===== src/hdl/clock_config_defines.vh =====
// constants for the clock configuration word block
// assumes a 32-bit AXI4-Lite register space, byte addressed
`ifndef CLOCK_CONFIG_DEFINES_VH
`define CLOCK_CONFIG_DEFINES_VH
// ==========================================================
// register map
`define CLOCK_CONFIG_ZERO_OFFSET 12'h004
`define CLOCK_CONFIG_ZERO_RESET 32'h00020000
// writable bits of the upper half handled here (bits 23:22 reserved)
`define CLOCK_CONFIG_ZERO_RW_MASK 32'hff3fffff
// ==========================================================
// field positions
`define HALVING_BIT 31
`define OUT_DIV_HI 30
`define OUT_DIV_LO 28
`define MF_TOP_BIT 27
`define OUT_SRC_HI 26
`define OUT_SRC_LO 24
`define MF_LOW_HI 21
`define MF_LOW_LO 18
// ==========================================================
// output source codes
`define SRC_NONE 3'h0
`define SRC_RSVD 3'h1
`define SRC_RC40K 3'h2
`define SRC_LXTAL 3'h3
`define SRC_SYS 3'h4
`define SRC_RC8M 3'h5
`define SRC_HXTAL 3'h6
`define SRC_PLL 3'h7
// ==========================================================
// axi response codes
`define RESP_OKAY 2'h0
`define RESP_SLVERR 2'h2
`endif


===== src/hdl/pll_factor_and_clock_out_config.v =====
// configuration word for pll multiplier and clock output path, with axi4-lite slave
// assumes source clocks arrive as plain inputs already in the bus clock domain's reach;
// slow clocks are synchronised here before the output mux samples them
//
// Summary of operation
// - word at 0x04, resets to 0x00020000
// - bit31 zero halves pll clock for output
// - bits 30:28 divide output by power two
// - bits 26:24 choose output clock source
// - code 111 picks pll, halved per bit31
// - five-bit factor from bit27 and 21:18
// - codes 0..14 give factor code plus two
// - code 15 also gives factor 16
// - codes 16..28 give factor code plus one
// - code 29 gives 30; 30,31 give 31
`timescale 1ns/100ps
`default_nettype none
`include "clock_config_defines.vh"
module pll_factor_and_clock_out_config (
  input wire clock,
  input wire rst,
  input wire [11:0] s_axi_awaddr,
  input wire s_axi_awvalid,
  output reg s_axi_awready,
  input wire [31:0] s_axi_wdata,
  input wire [3:0] s_axi_wstrb,
  input wire s_axi_wvalid,
  output reg s_axi_wready,
  output reg [1:0] s_axi_bresp,
  output reg s_axi_bvalid,
  input wire s_axi_bready,
  input wire [11:0] s_axi_araddr,
  input wire s_axi_arvalid,
  output reg s_axi_arready,
  output reg [31:0] s_axi_rdata,
  output reg [1:0] s_axi_rresp,
  output reg s_axi_rvalid,
  input wire s_axi_rready,
  input wire rc40kClock,
  input wire lxtalClock,
  input wire sysClockTap,
  input wire rc8mClock,
  input wire hxtalClock,
  input wire pll_clock,
  output reg [4:0] pllMultiplier,
  output reg [2:0] clock_output_source,
  output reg clock_output
);

  // ==========================================================
  // functions
  // maps the 5-bit code to the actual multiplication factor
  function [4:0] decode_factor;
    input [4:0] code;
    begin
      if (code <= 5'h0e) begin
        decode_factor = code + 5'h02;
      end else if (code == 5'h0f) begin
        decode_factor = 5'h10;
      end else if (code <= 5'h1c) begin
        decode_factor = code + 5'h01;
      end else if (code == 5'h1d) begin
        decode_factor = 5'h1e;
      end else begin
        decode_factor = 5'h1f;
      end
    end
  endfunction

  function [31:0] merge_strobes;
    input [31:0] old;
    input [31:0] data;
    input [3:0] strb;
    integer i;
    begin
      merge_strobes = old;
      for (i = 0; i < 4; i = i + 1) begin
        if (strb[i]) begin
          merge_strobes[i*8 +: 8] = data[i*8 +: 8];
        end
      end
    end
  endfunction

  // ==========================================================
  // register and bus state
  reg [31:0] configWord_reg;
  reg [11:0] awAddr_reg;
  reg awHeld_reg;
  reg [31:0] wData_reg;
  reg [3:0] wStrb_reg;
  reg wHeld_reg;
  wire [4:0] factorCode;
  wire [2:0] outDivCode;
  wire [2:0] outSrcCode;
  wire halveOff;
  // word index compared on bits 11:2, so byte lanes inside the word alias
  localparam [11:0] CFG_OFFSET = `CLOCK_CONFIG_ZERO_OFFSET;

  assign factorCode = {configWord_reg[`MF_TOP_BIT], configWord_reg[`MF_LOW_HI:`MF_LOW_LO]};
  assign outDivCode = configWord_reg[`OUT_DIV_HI:`OUT_DIV_LO];
  assign outSrcCode = configWord_reg[`OUT_SRC_HI:`OUT_SRC_LO];
  assign halveOff = configWord_reg[`HALVING_BIT];

  // ==========================================================
  // write channel: address and data taken in either order, response after both
  always @(posedge clock or posedge rst) begin
    if (rst) begin
      configWord_reg <= `CLOCK_CONFIG_ZERO_RESET;
      awAddr_reg <= 12'h000;
      awHeld_reg <= 1'b0;
      wData_reg <= 32'h00000000;
      wStrb_reg <= 4'h0;
      wHeld_reg <= 1'b0;
      s_axi_awready <= 1'b0;
      s_axi_wready <= 1'b0;
      s_axi_bvalid <= 1'b0;
      s_axi_bresp <= `RESP_OKAY;
    end else begin
      s_axi_awready <= 1'b0;
      s_axi_wready <= 1'b0;
      if (s_axi_awvalid && !awHeld_reg && !s_axi_awready && !s_axi_bvalid) begin
        s_axi_awready <= 1'b1;
        awAddr_reg <= s_axi_awaddr;
        awHeld_reg <= 1'b1;
      end
      if (s_axi_wvalid && !wHeld_reg && !s_axi_wready && !s_axi_bvalid) begin
        s_axi_wready <= 1'b1;
        wData_reg <= s_axi_wdata;
        wStrb_reg <= s_axi_wstrb;
        wHeld_reg <= 1'b1;
      end
      if (awHeld_reg && wHeld_reg && !s_axi_bvalid) begin
        awHeld_reg <= 1'b0;
        wHeld_reg <= 1'b0;
        s_axi_bvalid <= 1'b1;
        // reserved bits forced zero, so a careless write cannot set them
        if (awAddr_reg[11:2] == CFG_OFFSET[11:2]) begin
          configWord_reg <= merge_strobes(configWord_reg, wData_reg, wStrb_reg)
                            & `CLOCK_CONFIG_ZERO_RW_MASK;
          s_axi_bresp <= `RESP_OKAY;
        end else begin
          s_axi_bresp <= `RESP_SLVERR;
        end
      end else if (s_axi_bvalid && s_axi_bready) begin
        s_axi_bvalid <= 1'b0;
      end
    end
  end

  // ==========================================================
  // read channel: one-cycle accept, data in the same cycle as the accept
  always @(posedge clock or posedge rst) begin
    if (rst) begin
      s_axi_arready <= 1'b0;
      s_axi_rvalid <= 1'b0;
      s_axi_rdata <= 32'h00000000;
      s_axi_rresp <= `RESP_OKAY;
    end else begin
      s_axi_arready <= 1'b0;
      if (s_axi_arvalid && !s_axi_arready && !s_axi_rvalid) begin
        s_axi_arready <= 1'b1;
        s_axi_rvalid <= 1'b1;
        if (s_axi_araddr[11:2] == CFG_OFFSET[11:2]) begin
          s_axi_rdata <= configWord_reg & `CLOCK_CONFIG_ZERO_RW_MASK;
          s_axi_rresp <= `RESP_OKAY;
        end else begin
          s_axi_rdata <= 32'h00000000;
          s_axi_rresp <= `RESP_SLVERR;
        end
      end else if (s_axi_rvalid && s_axi_rready) begin
        s_axi_rvalid <= 1'b0;
      end
    end
  end

  // ==========================================================
  // source sampling: every clock input crosses two flops before use
  reg [5:0] srcMeta_reg;
  reg [5:0] srcSync_reg;
  reg pllHalf_reg;
  reg pllSyncPrev_reg;
  always @(posedge clock or posedge rst) begin
    if (rst) begin
      srcMeta_reg <= 6'h00;
      srcSync_reg <= 6'h00;
      pllHalf_reg <= 1'b0;
      pllSyncPrev_reg <= 1'b0;
    end else begin
      srcMeta_reg <= {pll_clock, hxtalClock, rc8mClock, sysClockTap, lxtalClock, rc40kClock};
      srcSync_reg <= srcMeta_reg;
      pllSyncPrev_reg <= srcSync_reg[5];
      // halved pll: toggle on each rising edge of the sampled pll clock
      if (srcSync_reg[5] && !pllSyncPrev_reg) begin
        pllHalf_reg <= ~pllHalf_reg;
      end
    end
  end

  // ==========================================================
  // source mux
  reg selected;
  always @* begin
    case (outSrcCode)
      `SRC_RC40K: selected = srcSync_reg[0];
      `SRC_LXTAL: selected = srcSync_reg[1];
      `SRC_SYS: selected = srcSync_reg[2];
      `SRC_RC8M: selected = srcSync_reg[3];
      `SRC_HXTAL: selected = srcSync_reg[4];
      `SRC_PLL: selected = halveOff ? srcSync_reg[5] : pllHalf_reg;
      default: selected = 1'b0; // none and reserved give no clock
    endcase
  end

  // ==========================================================
  // power-of-two divider: a 7-bit ripple count on selected rising edges
  // sampling limits usable output to well under the bus clock; a real part uses gated cells
  reg selectedPrev_reg;
  reg [6:0] divCount_reg;
  wire [7:0] divChain;
  wire noClock;
  assign divChain = {divCount_reg, selected};
  assign noClock = (outSrcCode == `SRC_NONE) || (outSrcCode == `SRC_RSVD);
  always @(posedge clock or posedge rst) begin
    if (rst) begin
      selectedPrev_reg <= 1'b0;
      divCount_reg <= 7'h00;
      clock_output <= 1'b0;
      pllMultiplier <= 5'h02;
      clock_output_source <= `SRC_NONE;
    end else begin
      selectedPrev_reg <= selected;
      // a stopped source clears the count so the divider restarts from zero; the pin itself is forced low by noClock
      if (noClock) begin
        divCount_reg <= 7'h00;
      end else if (selected && !selectedPrev_reg) begin
        divCount_reg <= divCount_reg + 7'h01;
      end
      clock_output <= noClock ? 1'b0 : divChain[outDivCode];
      pllMultiplier <= decode_factor(factorCode);
      clock_output_source <= outSrcCode;
    end
  end

endmodule // pll_factor_and_clock_out_config
`default_nettype wire


===== config.mk =====
export PLATFORM = sky130hd
export DESIGN_NAME = pll_factor_and_clock_out_config
export DESIGN_NICKNAME = d
export VERILOG_FILES = /design/src/hdl/pll_factor_and_clock_out_config.v
export VERILOG_INCLUDE_DIRS = /design/src /design/src/hdl
export SDC_FILE = /design/constraint.sdc
export NUM_CORES = 1
export LEC_CHECK = 0
export ABC_AREA = 1
export BUFFER_PORTS_ARGS = -buffer_cell sky130_fd_sc_hd__buf_4
export CORE_UTILIZATION = 36
export CTS_BUF_LIST = sky130_fd_sc_hd__clkbuf_4
export CTS_CLUSTER_DIAMETER = 80
export DETAILED_ROUTE_END_ITERATION = 8
export PLACE_DENSITY = 0.69
export REMOVE_ABC_BUFFERS = 1
export SETUP_SLACK_MARGIN = 0.2
export SLEW_MARGIN = 20
export SYNTH_ARGS = -nofsm -noshare
export SYNTH_HDL_FRONTEND = slang
export SYNTH_SLANG_ARGS = --single-unit

===== constraint.sdc =====
create_clock -name clock -period 3.8 [get_ports clock]
set_input_delay 0.19 -clock clock [delete_from_list [all_inputs] [get_ports clock]]
set_output_delay 0.19 -clock clock [all_outputs]
set_load 0.02 [all_outputs]

==> results.ini, run 1 <==
[status]
outcome = completed

[critical_path]
timing.critical_path.from_type = flip-flop
critPathArrivalTime_ns = 2.66
path_cells = nor3_2 -> inv_2 -> nor4_4 -> buf_4 -> nand2_1 -> o21ai_0
worst_path_max_delay_cell = dfrtp_1
setup.worst_path.end_class = flip-flop
worst_reg2reg_setup_slack_ns = 1.59
slowest_delay_ns = 0.42
criticalPathCategory = reg -> reg
crit_required_ns = 4.24
crit_path_max_fanout = 32

[power_and_ir_drop]
max-vdd-ir-drop_mv = 0.3020
switching_component_of_the_power_mw = 1.176
clkPwrFrac = 0.264
power.share.combinational = 0.214
seq_power_share = 0.523
power_leakage_nw = 3.859
internal_power_mw = 2.569
power_per_cell_area_nw_per_um2 = 481.6
switching_fraction_of_total_power = 0.3141

[final_layout]
post-route-cell-area_um2 = 7776
drive_gt1_frac = 0.2548
nFillCells = 1539
layout-area-overhead-vs-synth_pct = 30.98
final_nets = 856
mostFrequentLayoutCell = nand2_1
mostFrequentLayoutCells = 181 x nand2_1, 142 x dfrtp_1, 117 x buf_4, 64 x inv_1, 54 x dlygate4sd3_1

[clock_network]
cts.repair.resized = 0
post-cts-setup-buffers = 0
clock_latency_ns = 0.53
numClockSinks = 144
clk_pin_slew_worst_paths_ns = 0.12
cts-root-to-sink-buffers = 2
ctsHoldBuffers = 54
clk_root_buffer_cell = clkbuf_4
ctsHtreeMaxLevel = 4
cts_tree = done
tritoncts.num_buffers = 17

[sta]
timing.hold.ws_ns = 0.1503
report.final.setup_viol = 0
timing.fmax_mhz = 451.6
rsz0062_at_grt = false
slew_viol_final = 0
tightestPinTransition_ns = 0.8976
setup_ws_ns = 1.586
setup_total_negative_slack_ns = 0
max_slew_margin = 0.4016
period_share = 0.5827
period_needed_ns = 2.214
finalClockSkew_ns = 0.01325
final_hold_viol_count = 0

[placement]
gpl.final_weighted_congestion = 0.7919
placement.setup.worst_slack_ns = 1.524
port-buffer-count = 112
dp.final_hpwl_mm = 8.129
placed_area_um2 = 6950

[die]
start_util = 0.3711
core_box_area_um2 = 16000
die_area_um2 = 17010
dieWidth_um = 130.4
pin_count = 123
fp-row-count = 46
die_height_um = 130.4

[global_route]
grt_pass1_vias = 4444
globalRouteTotalUtil = 0.1643
gr_ovfl_total = 0
grt_pass1_wl_mm = 21.30
grt_antenna_before_repair = 1
largest_net_degree_at_the_start_of_global_routing = 102

[route]
drtIter0Drc = 201
drc = 0
detailroute.via_count = 4543
drt_wl_total_mm = 12.77
detail_route.vias_per_cell = 4.516
drt_first_pass_iters = 4
route.detailed.wl_per_inst_um = 12.69
postRouteAntennaNets = 0

[synth]
yosysWarnings = 0
synth.top_cell.area_share = 0.5985
ys_top_cells_by_area = dfrtp_1 60%, nand2_1 11%, o21ai_2 4.4%
yosys_register_bits = 144
post_synth_num_cell_types = 38
synthesis.instances = 609
synth_area_per_cell_um2 = 9.749
post_synth_instance_area_um2 = 5937
ys_seq_area_frac = 0.6074
yosysTopAreaCell = dfrtp_1

[min_path]
hp-class = in -> reg

[run]
cap_viol_max_count = 0

-- worst max-delay path, delay by kind of cell, from the launching register on --
kind,cells,cell delay (ns)
flip-flops,1,0.42
AO/OA/AOI/OAI,1,0.28
buffers and inverters,2,0.62
AND/OR/NAND/NOR,3,0.81
-- cell type report --
| type | count | area, um^2 | share of cell area |
|---|---|---|---|
| Timing Repair Buffer | 171 | 1419 | 0.1825 |
| Clock inverter | 14 | 147.6 | 0.01899 |
| Tap cell | 216 | 270.3 | 0.03475 |
| Clock buffer | 18 | 135.1 | 0.01738 |
| Inverter | 68 | 260.3 | 0.03347 |
| Antenna cell | 1 | 2.502 | 0.0003218 |
| Sequential cell | 144 | 3606 | 0.4637 |
| Multi-Input combinational cell | 374 | 1936 | 0.2489 |
-- path summary, 6_finish.rpt --
check | start | endpoint | depth (start not counted)
min in group asynchronous | rst | pllMultiplier[0] | 3
hold reg to reg | srcMeta_reg[1] | srcSync_reg[1] | 0
setup reg to reg | s_axi_rvalid | s_axi_rdata[30] | 6
setup / recovery | s_axi_rvalid | s_axi_rdata[30] | 6
hold / removal | s_axi_araddr[8] | s_axi_rdata[2] | 5
max in group asynchronous | rst | wData_reg[25] | 4
-- metal layers --
metal,up-vias,wire (um),track usage
li1,2262,-,-
met1,2169,5899,0.2116
met2,99,6153,0.2691
met3,13,576,0.04642
met4,0,141,0.05071
met5,-,0,0
-- through the flow --
step | util | total power [mW] | cells
3_3_place_gp | 0.4344 | 2.728 | 919
4_1_cts | 0.4858 | 3.809 | 1005
2_1_floorplan | - | 2.497 | 586
5_1_grt | 0.4860 | 4.021 | 1006
6_report | 0.4860 | 3.745 | 1006
3_5_place_dp | 0.4344 | 2.759 | 919
-- logic make-up (layout without fill, tap and decap cells) --
logic type,count (synthesis),in the layout,synth area share
AND/OR/NAND/NOR,257,257,0.1939
AO/OA/AOI/OAI,102,102,0.1073
buffers and inverters,94,271,0.07018
flip-flops,144,144,0.6074
XOR/XNOR,4,4,0.005902
other,1,5,0.0006316
adder cells (fa/ha/maj),7,7,0.01475
-- cells in the mapped netlist, drive strengths merged --
cell	n
a211oi	1
a21oi	10
and2	1
and3	2
buf	19
clkbuf	7
clkinv	1
conb	1
dfrtp	142
dfstp	2
ha	7
inv	67
nand2	187
nand3	39
nand4	1
nor2	16
nor3	1
nor3b	2
nor4	4
o211ai	1
o21a	1
o21ai	86
o221ai	1
o22ai	2
or2	4
xnor2	1
xor2	3
-- power by group through the flow --
stage	Sequential (mW)	Combinational (mW)	Clock [mW]
after floorplan	1.99	0.504	0
after global placement	1.98	0.749	0
after detailed placement	1.99	0.770	0
after CTS	1.96	0.820	1.03
after global routing	1.99	0.929	1.10
final	1.96	0.801	0.987
Power figures use the tool's default switching activity.
==> run 2: changes to the inputs <==
PLACE_DENSITY = 0.66   (was 0.69)
clock period = 2.2 ns   (was 3.8 ns; I/O delays follow)
==> results.ini, run 2 (synthesized netlist as in run 1, its figures left out) <==
[sta]
report.final.setup_viol = 0
tightestPinTransition_ns = 0.5954
setup_ws_ns = 0.3840
rsz0062_at_grt = false
period_needed_ns = 1.816
timing.fmax_mhz = 550.7
finalClockSkew_ns = 0.01832
final_hold_viol_count = 0
period_share = 0.8254
max_slew_margin = 0.6021
slew_viol_final = 0

[critical_path]
cp.depth = 6
critPathArrivalTime_ns = 2.26
worst_path_max_delay_cell = nand3_2
worst_reg2reg_setup_slack_ns = 0.38
worstSetupEndpoint = configWord_reg[13]
timing.critical_path.from_type = flip-flop
slowest_delay_ns = 0.45
path_cells = inv_2 -> nand3_2 -> nor4_4 -> nand3_2 -> nand2_1 -> o21ai_2
crit_required_ns = 2.64
setup.worst_path.end_class = flip-flop
timing.critical_path.max_delay_family = simple AND/OR/NAND/NOR gates
critPathLaunch = s_axi_bvalid
worst_r2r_path_depth = 6
critical_path.reg2reg.startpoint = s_axi_bvalid
criticalPathCategory = reg -> reg
worstReg2RegEnd = configWord_reg[13]
worstPathBufferInverterCount = 1
crit_path_max_fanout = 16
most_common_cell_type_on_the_critical_path = nand3_2

[clock_network]
clock_latency_ns = 0.56
cts-root-to-sink-buffers = 2
clk_root_buffer_cell = clkbuf_4
clk_pin_slew_worst_paths_ns = 0.12
ctsHtreeMaxLevel = 4
tritoncts.num_buffers = 17
numClockSinks = 144
post-cts-setup-buffers = 0
cts_tree = done

[route]
detail_route.vias_per_cell = 4.438
drc = 0
detailroute.via_count = 4509
drt_wl_total_mm = 12.65
route.detailed.wl_per_inst_um = 12.45
postRouteAntennaNets = 0
drtIter0Drc = 316
drt_first_pass_iters = 4

[final_layout]
diodes = 0
multi_input_comb_area_um2 = 1948
mostFrequentLayoutCells = 181 x nand2_1, 142 x dfrtp_1, 120 x buf_4, 64 x inv_1, 59 x dlygate4sd3_1
layout-area-overhead-vs-synth_pct = 33.34
final_nets = 867
nFillCells = 1510
mostFrequentLayoutCell = nand2_1
fin_util = 0.4948
ff_latch_area_um2 = 3606
post-route-cell-area_um2 = 7916
drive_gt1_frac = 0.2613

[placement]
dp.final_hpwl_mm = 8.226
placement.setup.worst_slack_ns = 0.4154
port-buffer-count = 112
placed_area_um2 = 7033
gpl.final_weighted_congestion = 0.8338

[die]
pin_count = 123
die_area_um2 = 17010
die_height_um = 130.4
dieWidth_um = 130.4
core_box_area_um2 = 16000
start_util = 0.3711
fp-row-count = 46

[min_path]
worst_hold_startpoint = s_axi_araddr[7]
hp-class = in -> reg

[power_and_ir_drop]
power_per_cell_area_nw_per_um2 = 821.1
max-vdd-ir-drop_mv = 0.4645
power_leakage_nw = 3.915

[global_route]
largest_net_degree_at_the_start_of_global_routing = 60
gr_ovfl_total = 0
grt_pass1_vias = 4409
globalRouteTotalUtil = 0.1616
grt_pass1_wl_mm = 20.89
grt_antenna_before_repair = 0

[status]
outcome = completed

[run]
cap_viol_max_count = 0

-- run 2: cell types whose count changed in the layout (fill, tap and decap cells not counted), sizes merged --
cell / previous run / this run
inv: 67 / 69
buf: 117 / 123
bufinv: 3 / 2
dlygate4sd3: 54 / 59
clkbuf: 18 / 19
diode: 1 / 0
clkinv: 10 / 8
-- run 2: per-stage QoR --
stage	hold WS (ns)	total power [mW]	instances	TNS [ns]
floorplan	0.1414	4.313	586	-253.20
global placement	0.1237	4.764	925	0
detailed placement	0.1242	4.810	925	0
CTS	0.003779	6.603	1016	0
global route	0.03506	6.957	1016	0
finish	0.07094	6.500	1016	0
-- run 2: how the worst min path moves through the flow --
| stage | end | slack [ns] | cells past startpoint |
|---|---|---|---|
| final | s_axi_rdata[12] | 0.07 | 5 |
| after global routing | s_axi_rdata[13] | 0.04 | 5 |
| after CTS | s_axi_rdata[24] | 0.004 | 5 |
| after detailed placement | s_axi_rvalid | 0.12 | 2 |
| after global placement | s_axi_rvalid | 0.12 | 2 |
| after floorplan | srcMeta_reg[0] | 0.14 | 0 |
-- run 2: worst register-to-register path, delay by kind of cell (launching register included) --
| family | cells | cell delay, ns |
|---|---|---|
| flip-flops | 1 | 0.44 |
| AND/OR/NAND/NOR | 4 | 1.12 |
| AO/OA/AOI/OAI | 1 | 0.06 |
| buffers and inverters | 1 | 0.08 |
-- run 2: what timing repair did --
action	in CTS	in global routing
resized for setup	0	2
endpoints found under the hold margin	199	0
hold buffers	59	0
setup endpoints to repair	0	4
-- run 2: area by class of cell --
| class | instances | area share |
|---|---|---|
| inverters | 68 | 0.03288 |
| repair buffers | 182 | 0.1960 |
| clock buffers | 19 | 0.01802 |
| well taps | 216 | 0.03414 |
| clock inverters | 13 | 0.01739 |
| multi-input cells | 374 | 0.2461 |
| flip-flops and latches | 144 | 0.4555 |
-- run 2: power by group --
| part | total [mW] | leakage (nW) | internal, mW | switching [mW] |
|---|---|---|---|---|
| sequential | 3.38 | 1.88 | 3.15 | 0.225 |
| combinational | 1.46 | 1.88 | 0.567 | 0.892 |
| clock | 1.66 | 0.151 | 0.700 | 0.962 |
-- run 2: per-layer routing --
| metal | part of all wire | global-route usage | vias to the layer above |
|---|---|---|---|
| li1 | - | - | 2289 |
| met1 | 0.45 | 0.2021 | 2100 |
| met2 | 0.48 | 0.2660 | 102 |
| met3 | 0.046 | 0.04967 | 18 |
| met4 | 0.015 | 0.05612 | 0 |
| met5 | 0 | 0 | - |
==> run 3: changes to the inputs <==
ABC_AREA = 0   (was 1)
PLACE_DENSITY = 0.69   (was 0.66)
clock period = 1.65 ns   (was 2.2 ns; I/O delays follow)
==> results.ini, run 3 <==
[critical_path]
worst_path_max_delay_cell = dfrtp_1
crit_required_ns = 2.09
timing.critical_path.max_delay_family = simple AND/OR/NAND/NOR gates
timing.critical_path.from_type = flip-flop
critPathArrivalTime_ns = 2.10
crit_path_max_fanout = 6
criticalPathCategory = reg -> reg
path_cells = nor4_2 -> nand4b_1 -> nor2_4 -> buf_6 -> nand2_4 -> mux2_2
critical_path.reg2reg.startpoint = awAddr_reg[4]
slowest_delay_ns = 0.42
worstPathBufferInverterCount = 1
setup.worst_path.end_class = flip-flop
critPathLaunch = awAddr_reg[4]

[route]
detailroute.via_count = 4072
detail_route.vias_per_cell = 4.978
postRouteAntennaNets = 0
drc = 0
drt_first_pass_iters = 4
drt_wl_total_mm = 14.74
route.detailed.wl_per_inst_um = 18.02
drtIter0Drc = 167

[min_path]
hp-class = in -> reg
worst_hold_startpoint = s_axi_araddr[11]

[die]
pin_count = 123
start_util = 0.3693
die_height_um = 126.9
fp-row-count = 45
die_area_um2 = 16100
core_box_area_um2 = 15200
dieWidth_um = 126.9

[sta]
max_slew_margin = 0.6604
final_hold_viol_count = 0
rsz0062_at_grt = true
tightestPinTransition_ns = 0.5093
slew_viol_final = 0
finalClockSkew_ns = 0.02046
report.final.setup_viol = 5
setup_ws_ns = -0.01099
period_share = 1.007
period_needed_ns = 1.661
timing.fmax_mhz = 602.0

[synth]
synthArstFlopShare = 1.000
ys_dominant_reg_cell = dfrtp_1
yosys.cell_count.top_type = dfrtp_1
yosysWarnings = 0
post_synth_num_cell_types = 47
synth-edff-count = 0
ys_top_cells_by_area = dfrtp_1 63%, mux2_2 14%, a22o_2 4.8%
synth_common_cells = 142 x dfrtp_1, 72 x mux2_2, 27 x a22o_2
synth_area_per_cell_um2 = 14.77
yosys_register_bits = 144
ys_seq_area_frac = 0.6423
yosysTopAreaCell = dfrtp_1
post_synth_instance_area_um2 = 5614
synthesis.instances = 380
synth.top_cell.area_share = 0.6329

[clock_network]
cts_tree = done
clk_root_buffer_cell = clkbuf_4
numClockSinks = 144
tritoncts.num_buffers = 17
clk_pin_slew_worst_paths_ns = 0.14
cts-root-to-sink-buffers = 2
clock_latency_ns = 0.56
ctsHtreeMaxLevel = 4

[final_layout]
drive_gt1_frac = 0.5889
ff_latch_area_um2 = 3611
multi_input_comb_area_um2 = 2559
final_nets = 697
nFillCells = 1197
mostFrequentLayoutCell = dfrtp_1
fin_util = 0.5900
mostFrequentLayoutCells = 138 x dfrtp_1, 136 x buf_4, 55 x dlygate4sd3_1, 38 x mux2_2, 36 x mux2_4
diodes = 0
layout-area-overhead-vs-synth_pct = 59.75

[power_and_ir_drop]
switching_fraction_of_total_power = 0.2932
power_leakage_nw = 4.320
max-vdd-ir-drop_mv = 0.6173
power_per_cell_area_nw_per_um2 = 1070
power.share.combinational = 0.290
internal_power_mw = 6.782
seq_power_share = 0.491
post-layout-total-power_mw = 9.595
clkPwrFrac = 0.219
switching_component_of_the_power_mw = 2.814

[global_route]
grt_antenna_before_repair = 0
gr_ovfl_total = 0
grt_pass1_wl_mm = 21.99
globalRouteTotalUtil = 0.1827
largest_net_degree_at_the_start_of_global_routing = 57
grt_pass1_vias = 4224

[run]
cap_viol_max_count = 0

[placement]
gpl.final_weighted_congestion = 0.8105
dp.final_hpwl_mm = 7.844
port-buffer-count = 112

[status]
outcome = finished, violations left
failed_checks = negative setup slack

[run 3: cell types whose count changed after synthesis, sizes merged, moves of 4 or more]
cell	before	now
a22o	0	30
buf	19	12
inv	67	15
mux2	0	74
mux2i	0	5
nand2	187	15
nand3	39	4
nor2	16	9
nor4b	0	4
o21ai	86	10
[run 3: routing by layer]
| metal | track usage | part of all wire |
|---|---|---|
| met1 | 0.2185 | 0.41 |
| met4 | 0.07073 | 0.020 |
| met3 | 0.05778 | 0.041 |
| met2 | 0.3074 | 0.53 |
| met5 | 0 | 0 |
[run 3: repair_timing]
item / CTS / global route
gates cloned: 7 / 3
setup endpoints to repair: 107 / 120
hold buffers: 55 / 0
setup buffers: 20 / 18
pin swaps: 24 / 36
resized for setup: 111 / 72
hold endpoints to repair: 195 / 0
[run 3: path summary, 6_finish.rpt]
path	end	slack, ns	cells past startpoint
max reg2reg	configWord_reg[21]	-0.01	6
max in group asynchronous	divCount_reg[4]	0.88	4
min in group asynchronous	srcSync_reg[4]	0.17	3
min	s_axi_rresp[1]	0.08	5
max	configWord_reg[21]	-0.01	6
min reg2reg	srcSync_reg[4]	0.35	0
[run 3: layout make-up]
class	instances	area share
repair buffers	233	0.2496
flip-flops and latches	144	0.4026
inverters	15	0.007115
clock buffers	17	0.01423
well taps	188	0.02623
clock inverters	15	0.01493
multi-input cells	206	0.2853
[run 3: metrics by stage]
stage                     TNS (ns)  instances  hold slack, ns  area, um^2  worst slack [ns]
final                     -0.03098        818         0.08103        8969          -0.01099
after global routing        -1.881        818         0.05306        8969          -0.09125
after CTS                  -0.6848        797         0.02055        8431          -0.04894
after detailed placement    -3.280        683          0.1698        6787           -0.2084
after global placement      -1.664        683          0.1651        6787          -0.07656
after floorplan            -382.21        365          0.1139        5514            -2.295
[run 3: power by group through the flow]
stage	Combinational (mW)	Sequential (mW)	Clock [mW]
floorplan	1.03	4.61	0
global placement	1.51	4.65	0
detailed placement	1.56	4.69	0
CTS	2.52	4.69	2.16
global route	2.96	4.80	2.35
finish	2.78	4.71	2.10
[run 3: logic make-up after synthesis]
logic type               share of synthesized area
AO/OA/AOI/OAI                              0.08715
XOR/XNOR                                  0.006241
adder cells (fa/ha/maj)                    0.01560
buffers and inverters                      0.02986
flip-flops                                  0.6423
multiplexers                                0.1614
other                                    0.0006680
AND/OR/NAND/NOR                            0.05683
[run 3: worst min-delay path, cell delays in order]
cell and delay (ns):
buf_4 0.09, nor4_4 0.04, buf_6 0.13, clkbuf_16 0.17, nor2_1 0.09
